**src/rtl/psp_regs.svh**
```systemverilog
`ifndef PSP_REGS_SVH
`define PSP_REGS_SVH
// Register offsets (byte addresses, one word each)
`define PSP_OFF_CTRL      8'h00
`define PSP_OFF_STATUS    8'h04
`define PSP_OFF_IRQ_STAT  8'h08
`define PSP_OFF_IRQ_MASK  8'h0c
`define PSP_OFF_POWER     8'h10
`define PSP_OFF_PDP       8'h14
// CTRL fields
`define PSP_CTRL_STANDBY_BIT 0
`define PSP_CTRL_DBCLR_BIT   1
`define PSP_CTRL_RESET       8'h00
// Interrupt bit positions
`define PSP_IRQ_MISMATCH  0
`define PSP_IRQ_STATE     1
`define PSP_IRQ_THERMAL   2
`define PSP_IRQ_FAULT     3
`define PSP_IRQ_W         4
// Idle timeout T, in microseconds, and derived cycles at 100 MHz
`define PSP_IDLE_T_US     100
`define PSP_CLK_MHZ       100
`define PSP_IDLE_CYCLES   (`PSP_IDLE_T_US * `PSP_CLK_MHZ)
`endif

```
**src/rtl/psp_pkg.sv**
```systemverilog
package psp_pkg;
    typedef enum logic [1:0] {
        PSP_ACTIVE,
        PSP_IDLE,
        PSP_STANDBY,
        PSP_SLEEP
    } psp_state_t;

    // Decoded strap configuration, volts in 0.1 V and amps in 0.1 A steps
    typedef struct packed {
        logic [7:0] vmin_dv;
        logic [7:0] vmax_dv;
        logic [5:0] iop_da;
        logic [5:0] imax_da;
    } psp_cfg_t;

    // Best source offer of the current capability message
    typedef struct packed {
        logic       valid;
        logic [7:0] volt_dv;
        logic [5:0] curr_da;
    } psp_offer_t;

    // Activity sources that keep the device awake
    typedef struct packed {
        logic pd_msg;
        logic cc_change;
        logic gpio_event;
        logic i2c_txn;
        logic volt_alert;
        logic fault_alert;
    } psp_act_t;
endpackage

```
**src/rtl/psp_sink_policy.sv**
```systemverilog
// The register addresses and the address-and-strobe port were chosen for this implementation.
`timescale 1ns/100ps
`include "psp_regs.svh"
// How it works
// - Minimum power is operating current times minimum volts
// - Offer power below minimum sets mismatch flag
// - Report min, operational, maximum PDP from configuration; no operational PDP is reported, the PDP register holds the maximum twice
// - One of active, idle or sleep, automatic
// - Leave active after quiet interval T
// - Sleep still detects cable attach
// - Standby is idle variant; path and CC per state
// - Over-temperature disables all but supervision; vin_switch_enable and capability_mismatch_out are not gated by it
// - Resume only below threshold minus hysteresis
// - 3.3 V switch needs supply and cleared dead-battery
// - Contracts at 5..20 V up to 5 A
// - Min-voltage strap 0..4 maps 5..20 V
// - Max-voltage strap 1,3,5,7 maps 9..20 V
// - No offer inside voltage range sets mismatch
// - Zero operating current never mismatches on current
module psp_sink_policy
    import psp_pkg::*;
(
    input  wire logic        clk,
    input  wire logic        srst,
    input  wire logic [2:0]  min_voltage_strap,
    input  wire logic [2:0]  max_voltage_strap,
    input  wire logic [2:0]  operating_current_strap,
    input  wire logic [2:0]  maximum_current_strap,
    input  wire psp_offer_t  src_offer,
    input  wire logic        src_caps_strobe,
    input  wire psp_act_t    activity,
    input  wire logic        cc_attached,
    input  wire logic        cc_flipped,
    input  wire logic        cc_debug,
    input  wire logic        temp_above_threshold,
    input  wire logic        temp_below_hysteresis,
    input  wire logic        main_3v3_supply_input,
    input  wire logic        fault_in,
    input  wire logic [7:0]  reg_addr,
    input  wire logic [31:0] reg_wdata,
    input  wire logic        reg_wr,
    input  wire logic        reg_rd,
    output logic [31:0]      reg_rdata,
    output logic             irq,
    output logic             internal_power_path,
    output logic             external_fet_power_path,
    output logic             cc1_rp_enable,
    output logic             cc2_rp_enable,
    output logic             attach_indicator,
    output logic             orientation_indicator,
    output logic             debug_accessory_indicator,
    output logic             capability_mismatch_out,
    output logic             vin_switch_enable,
    output logic             shutdown_active,
    output psp_state_t       power_state,
    output logic [15:0]      min_power_cw
);

    ////////////////////////////////////////////////////////////////////////
    // Strap decoding and power arithmetic

    // Volts in 0.1 V units; reserved codes fall back to 5 V so the range stays sane
    function automatic logic [7:0] min_volt(input logic [2:0] code);
        logic [7:0] v;
        v = 8'h32;
        case (code)
            3'h0: v = 8'h32;
            3'h1: v = 8'h5a;
            3'h2: v = 8'h78;
            3'h3: v = 8'h96;
            3'h4: v = 8'hc8;
            default: v = 8'h32;
        endcase
        return v;
    endfunction

    // Bit 0 of the code is ignored, so an even code reads as the odd code above it
    function automatic logic [7:0] max_volt(input logic [2:0] code);
        logic [7:0] v;
        v = 8'h5a;
        case (code)
            3'h0, 3'h1: v = 8'h5a;
            3'h2, 3'h3: v = 8'h78;
            3'h4, 3'h5: v = 8'h96;
            default:    v = 8'hc8;
        endcase
        return v;
    endfunction

    // Operating current steps of 1 A per code, plus 0.5 A from bit 2 of the maximum-current code
    function automatic logic [5:0] op_curr(input logic [2:0] a3, input logic [2:0] a4);
        logic [5:0] base;
        base = 6'({a3, 1'b0}) * 6'h05;
        return base + (a4[2] ? 6'h05 : 6'h00);
    endfunction

    function automatic logic [5:0] max_curr(input logic [2:0] a4);
        logic [5:0] i;
        i = 6'h0f;
        case (a4[1:0])
            2'h0: i = 6'h0f;
            2'h1: i = 6'h1e;
            2'h2: i = 6'h28;
            default: i = 6'h32;
        endcase
        return i;
    endfunction

    // Power in centiwatts from 0.1 V and 0.1 A units; used for all PDP figures
    function automatic logic [15:0] power_cw(input logic [7:0] v, input logic [5:0] i);
        return 16'(v * i);
    endfunction

    psp_cfg_t    cfg;
    logic [15:0] pdp_min_cw;
    logic [15:0] pdp_max_cw;
    logic [15:0] offer_cw;

    always_comb begin
        cfg.vmin_dv = min_volt(min_voltage_strap);
        cfg.vmax_dv = max_volt(max_voltage_strap);
        cfg.iop_da  = op_curr(operating_current_strap, maximum_current_strap);
        cfg.imax_da = max_curr(maximum_current_strap);
    end

    assign pdp_min_cw = power_cw(cfg.vmin_dv, cfg.imax_da);
    assign pdp_max_cw = power_cw(cfg.vmax_dv, cfg.imax_da);
    assign offer_cw   = power_cw(src_offer.volt_dv, src_offer.curr_da);

    ////////////////////////////////////////////////////////////////////////
    // Capability mismatch evaluation on each source capability message

    logic        mismatch_r, mismatch_nxt;
    logic [15:0] min_pwr_r, min_pwr_nxt;
    logic        mis_volt, mis_pwr;

    always_comb begin
        mis_volt     = !src_offer.valid || src_offer.volt_dv < cfg.vmin_dv
                       || src_offer.volt_dv > cfg.vmax_dv;
        mis_pwr      = cfg.iop_da != 6'h00 && offer_cw < min_pwr_r;
        min_pwr_nxt  = power_cw(cfg.vmin_dv, cfg.iop_da);
        mismatch_nxt = mismatch_r;
        if (!cc_attached) begin
            mismatch_nxt = 1'b0;
        end else if (src_caps_strobe) begin
            mismatch_nxt = mis_volt || mis_pwr;
        end
    end

    always_ff @(posedge clk) begin
        if (srst) begin
            mismatch_r <= 1'b0;
            min_pwr_r  <= 16'h0000;
        end else begin
            mismatch_r <= mismatch_nxt;
            min_pwr_r  <= min_pwr_nxt;
        end
    end

    ////////////////////////////////////////////////////////////////////////
    // Thermal shutdown with hysteresis

    logic therm_r, therm_nxt;

    always_comb begin
        therm_nxt = therm_r;
        if (temp_above_threshold) begin
            therm_nxt = 1'b1;
        end else if (therm_r && temp_below_hysteresis) begin
            therm_nxt = 1'b0;
        end
    end

    ////////////////////////////////////////////////////////////////////////
    // Power state machine with idle timer

    psp_state_t  state_r, state_nxt;
    logic [15:0] idle_cnt_r, idle_cnt_nxt;
    logic        any_act;
    logic        standby_req;

    assign any_act = |activity;

    always_comb begin
        state_nxt    = state_r;
        idle_cnt_nxt = idle_cnt_r;
        case (state_r)
            PSP_ACTIVE: begin
                if (any_act) begin
                    idle_cnt_nxt = 16'h0000;
                end else if (idle_cnt_r == 16'(`PSP_IDLE_CYCLES - 1)) begin
                    idle_cnt_nxt = 16'h0000;
                    state_nxt    = PSP_IDLE;
                end else begin
                    idle_cnt_nxt = idle_cnt_r + 16'h0001;
                end
            end
            PSP_IDLE, PSP_STANDBY: begin
                if (any_act) begin
                    state_nxt = PSP_ACTIVE;
                end else if (!cc_attached) begin
                    state_nxt = PSP_SLEEP;
                end else if (standby_req) begin
                    state_nxt = PSP_STANDBY;
                end else begin
                    state_nxt = PSP_IDLE;
                end
            end
            default: begin
                // Cable detection stays alive so an attach wakes the part
                if (any_act || cc_attached) begin
                    state_nxt = PSP_ACTIVE;
                end
            end
        endcase
        if (therm_r) begin
            state_nxt    = PSP_SLEEP;
            idle_cnt_nxt = 16'h0000;
        end
    end

    always_ff @(posedge clk) begin
        if (srst) begin
            state_r    <= PSP_ACTIVE;
            idle_cnt_r <= 16'h0000;
            therm_r    <= 1'b0;
        end else begin
            state_r    <= state_nxt;
            idle_cnt_r <= idle_cnt_nxt;
            therm_r    <= therm_nxt;
        end
    end

    ////////////////////////////////////////////////////////////////////////
    // Register file and interrupts

    logic [7:0]           ctrl_r, ctrl_nxt;
    logic [`PSP_IRQ_W-1:0] ist_r, ist_nxt;
    logic [`PSP_IRQ_W-1:0] imask_r, imask_nxt;
    logic [31:0]          rdata_r, rdata_nxt;
    logic [`PSP_IRQ_W-1:0] evt;

    assign standby_req = ctrl_r[`PSP_CTRL_STANDBY_BIT];

    always_comb begin
        evt = '0;
        evt[`PSP_IRQ_MISMATCH] = mismatch_nxt && !mismatch_r;
        evt[`PSP_IRQ_STATE]    = state_nxt != state_r;
        evt[`PSP_IRQ_THERMAL]  = therm_nxt && !therm_r;
        evt[`PSP_IRQ_FAULT]    = fault_in;
    end

    // Set beats clear so an event in the clearing cycle survives
    always_comb begin
        ctrl_nxt  = ctrl_r;
        imask_nxt = imask_r;
        ist_nxt   = ist_r;
        rdata_nxt = 32'h0000_0000;
        if (reg_wr) begin
            if (reg_addr == `PSP_OFF_CTRL) begin
                ctrl_nxt = reg_wdata[7:0];
            end else if (reg_addr == `PSP_OFF_IRQ_STAT) begin
                ist_nxt = ist_r & ~reg_wdata[`PSP_IRQ_W-1:0];
            end else if (reg_addr == `PSP_OFF_IRQ_MASK) begin
                imask_nxt = reg_wdata[`PSP_IRQ_W-1:0];
            end
        end
        ist_nxt = ist_nxt | evt;
        if (reg_rd) begin
            if (reg_addr == `PSP_OFF_CTRL) begin
                rdata_nxt = {24'h000000, ctrl_r};
            end else if (reg_addr == `PSP_OFF_STATUS) begin
                rdata_nxt = {24'h000000, state_r, therm_r, vin_switch_enable, mismatch_r,
                             cc_debug, cc_flipped, cc_attached};
            end else if (reg_addr == `PSP_OFF_IRQ_STAT) begin
                rdata_nxt = {28'h0000000, ist_r};
            end else if (reg_addr == `PSP_OFF_IRQ_MASK) begin
                rdata_nxt = {28'h0000000, imask_r};
            end else if (reg_addr == `PSP_OFF_POWER) begin
                rdata_nxt = {min_pwr_r, pdp_min_cw};
            end else if (reg_addr == `PSP_OFF_PDP) begin
                rdata_nxt = {pdp_max_cw, pdp_max_cw};
            end
        end
    end

    always_ff @(posedge clk) begin
        if (srst) begin
            ctrl_r    <= `PSP_CTRL_RESET;
            ist_r     <= '0;
            imask_r   <= '0;
            rdata_r   <= 32'h0000_0000;
        end else begin
            ctrl_r    <= ctrl_nxt;
            ist_r     <= ist_nxt;
            imask_r   <= imask_nxt;
            rdata_r   <= rdata_nxt;
        end
    end

    ////////////////////////////////////////////////////////////////////////
    // Outputs

    logic path_on;

    // Path open in standby/sleep, on fault and in thermal shutdown
    assign path_on = (state_r == PSP_ACTIVE || state_r == PSP_IDLE)
                     && cc_attached && !fault_in && !therm_r;

    assign reg_rdata                 = rdata_r;
    assign irq                       = |(ist_r & imask_r);
    assign internal_power_path       = path_on;
    assign external_fet_power_path   = path_on;
    assign cc1_rp_enable             = (state_r == PSP_ACTIVE || state_r == PSP_IDLE) && !therm_r;
    assign cc2_rp_enable             = 1'b0;
    assign attach_indicator          = cc_attached && !therm_r;
    assign orientation_indicator     = cc_attached && cc_flipped && !therm_r;
    assign debug_accessory_indicator = cc_debug && !therm_r;
    assign capability_mismatch_out   = mismatch_r;
    assign vin_switch_enable         = main_3v3_supply_input && ctrl_r[`PSP_CTRL_DBCLR_BIT];
    assign shutdown_active           = therm_r;
    assign power_state               = state_r;
    assign min_power_cw              = min_pwr_r;

endmodule

```
**config.mk**
```make
export PLATFORM = sky130hd
export DESIGN_NAME = psp_sink_policy
export DESIGN_NICKNAME = d
export VERILOG_FILES = /design/src/rtl/psp_pkg.sv /design/src/rtl/psp_sink_policy.sv
export VERILOG_INCLUDE_DIRS = /design/src /design/src/rtl
export SDC_FILE = /design/constraint.sdc
export NUM_CORES = 1
export LEC_CHECK = 0
export ABC_AREA = 1
export BUFFER_PORTS_ARGS = -buffer_cell sky130_fd_sc_hd__buf_4
export CORE_MARGIN = 2
export CORE_UTILIZATION = 29
export CTS_BUF_LIST = sky130_fd_sc_hd__clkbuf_8
export DETAILED_ROUTE_END_ITERATION = 12
export RECOVER_POWER = 25
export SYNTH_ARGS = -nofsm -noshare
export SYNTH_HDL_FRONTEND = slang
export SYNTH_SLANG_ARGS = --single-unit
```
**constraint.sdc**
```tcl
create_clock -name clk -period 11.15 [get_ports clk]
set_clock_uncertainty 0.2 [all_clocks]
set_input_delay 2.23 -clock clk [delete_from_list [all_inputs] [get_ports clk]]
set_output_delay 2.23 -clock clk [all_outputs]
set_load 0.03 [all_outputs]
```
==> flow_summary.toml <==
[floorplan]
core-area_sq_mm = 0.03067
start_util_pct = 29.60
die_h_um = 180.9
dieArea_sq_mm = 0.03274
std_cell_rows = 64
fp.dieW_um = 180.9
io_pins = 146

[yosys]
synthDistinctLibCells = 49
ys_ff_latch = 76
synth-seq-area-share_pct = 16.76
netlist_instances = 1253
async_reset_ff_share_pct = 0
yosysWarnings = 0
syn_area_sq_mm = 0.009079
syn_avg_cell_area_sq_um = 7.246
synth_edf_count = 0
synthFlopType = "dfxtp_1"

[place]
place_area_sq_mm = 0.01027
place_congestion = 0.8712
hpwl_um = 21370
portBuffers = 111
pre_cts_ws_ps = 3800

[timing]
tns_ps = 0
rsz0062_at_grt = "false"
fin_ws_ps = 4158
hold_viol = 0
finalSetupViolCount = 0
fmax_mhz = 143.0
period_needed_ps = 6992
tightest_slew_ps = 791.2
drv_slew = 0
finalCritPeriodShare_pct = 62.71
slew_headroom_pct = 47.06
hold_ws_ps = 266.5

[detailed_routing]
antenna_left = 0
vias = 8145
drcViolationCount = 0
wl_um = 25680
wl_per_cell_um = 14.66
via_per_inst = 4.652
drt_iter0_drc = 494
firstDrtPassIters = 5

[worst_setup_path]
end_kind = "flop"
slowest_delay_ps = 520
crit_type = "in -> reg"
worst-path-buf-inv = 4
critPathLaunch = "min_voltage_strap[0]"
cp_cell_sequence = "buf_4 > inv_1 > nand3_1 > nand2_1 > nand2_1 > clkinv_1 > nor2_1 > fa_1 > fa_1 > fa_1 > ha_1 > a21oi_1 > nand2_1 > o21ai_0 > o2111ai_1 > o211ai_1 > inv_1"
crit_arrival_ps = 7050
startpoint_type = "primary input"
slowest_stage = "fa_1"
cp_top_family = "adder cells"
cp_max_fo = 13
worst_r2r_startpoint = "power_state[0]$_SDFF_PP0_"
required_ps = 11210

[layout]
final_cell_mix = "inv_1, nand2_1, nor2_1, ha_1, a21oi_1"
antennaDiodeCount = 0
multi_input_area_sq_mm = 0.006415
design_area_sq_mm = 0.01034
seq_area_sq_mm = 0.001521
post-route-util_pct = 33.71
nNetsFinal = 1641
fill_cells = 3338
layout-drive-gt1-share_pct = 8.635
final_common_cell = "inv_1"
area_growth_pct = 13.86

[outcome]
status = "completed"

[clock_network]
clk_pin_slew_ps = 80
numCtsBuffers = 9
cts_tree = "done"
clockBufferDepth = 2
cts_resized = 0
cts_hold_buf = 0
cts_root_buffer = "clkbuf_8"
insertion_delay_ps = 370
cts_setup_buffers = 0
ctsHtreeMaxLevel = 3
clock-sinks = 76

[run]
cap_violations = 0

[min_path]
min_from = "idle_cnt_r[15]$_SDFFE_PP0P_"
holdCritPathClass = "reg -> reg"

[grt]
grt_pass1_vias = 8209
grt_first_pass_wirelength_um = 41650
grt_max_degree = 21
grt_use_total_pct = 15.79
overflow = 0
grt_antenna_before_repair = 0

[power_and_ir_drop]
vdd_drop_max_mv = 0.05303
p_per_area_mw_per_mm2 = 132.0
leakagePower_nw = 5.465
## cell type report
type	instances	area share [%]
Multi-Input combinational cell	889	62.06
Sequential cell	76	14.72
Inverter	262	9.513
Timing Repair Buffer	112	7.117
Tap cell	396	4.793
Clock buffer	11	1.465
Clock inverter	5	0.3389
## where the power goes
part	internal (mW)	switching, mW	total, mW
Combinational	0.325	0.517	0.841
Clock	0.0935	0.115	0.208
Sequential	0.288	0.0265	0.315
## state kept, by name (all words and copies together), names as in the netlist
register,flops
reg_rdata,27
idle_cnt_r,16
min_power_cw,13
ctrl_r,8
imask_r,4
ist_r,4
power_state,2
capability_mismatch_out,1
shutdown_active,1
## worst min-delay path, cell delays in order, from the launching register on
cell     delay [ps]
dfxtp_1         320
inv_1            60
a21oi_1          50
## cell usage after synthesis, types with 2 or more instances
library cell | count | share of area (%)
nand4_1 | 14 | 0.96
nand2_1 | 242 | 10
xnor2_1 | 7 | 0.68
nand3_1 | 38 | 2.1
o21ai_0 | 58 | 3.2
a31oi_1 | 8 | 0.55
nor3_1 | 12 | 0.66
ha_1 | 118 | 16
o2111ai_1 | 2 | 0.19
clkinv_1 | 2 | 0.083
buf_2 | 4 | 0.22
nor3_2 | 2 | 0.22
clkbuf_1 | 17 | 0.70
fa_1 | 88 | 19
nor4_1 | 5 | 0.34
inv_2 | 3 | 0.12
or2_2 | 2 | 0.14
nor3b_1 | 2 | 0.17
a21o_1 | 6 | 0.50
inv_1 | 257 | 11
nor2_1 | 135 | 5.6
a211oi_1 | 8 | 0.66
a21oi_1 | 98 | 5.4
nor3b_2 | 2 | 0.28
o21bai_1 | 4 | 0.33
nand2_2 | 3 | 0.21
dfxtp_1 | 76 | 17
o211ai_1 | 4 | 0.33
buf_4 | 12 | 0.99
xor2_1 | 4 | 0.39
o31ai_1 | 2 | 0.17
## through the flow
stage | power, mW | instances
after floorplan | 0.9390 | 1261
after global placement | 1.147 | 1735
after detailed placement | 1.160 | 1735
after CTS | 1.376 | 1751
after global routing | 1.516 | 1751
final | 1.364 | 1751
## metal layers
| layer | vias to the layer above | share of wire, % | track usage (%) |
|---|---|---|---|
| met2 | 186 | 48 | 27.15 |
| met1 | 3802 | 46 | 20.52 |
| met5 | - | 0 | 0 |
| met3 | 32 | 4.0 | 1.613 |
| li1 | 4125 | - | - |
| met4 | 0 | 2.9 | 5.728 |
## path summary, 6_finish.rpt
| kind | end | slack (ps) | depth (start not counted) |
|---|---|---|---|
| worst max-delay path | reg_rdata[7]$_SDFF_PP0_ | 4160 | 17 |
| worst min-delay path | idle_cnt_r[15]$_SDFFE_PP0P_ | 270 | 2 |
| worst max register to register | idle_cnt_r[10]$_SDFFE_PP0P_ | 8670 | 9 |
| worst min register to register | idle_cnt_r[15]$_SDFFE_PP0P_ | 270 | 2 |
## cell families (layout without fill, tap and decap cells)
group	after synthesis	count (layout)	share of synthesized area, %
and+or+nand+nor	463	463	21.49
buffers and inverters	296	390	12.79
adders and majority gates	206	206	35.67
AOI/OAI and AO/OA	200	200	12.20
DFF	76	76	16.76
xor gates and xnor gates	11	11	1.061
other	1	9	0.04131
Note: power is estimated with default switching activity, not from simulation.
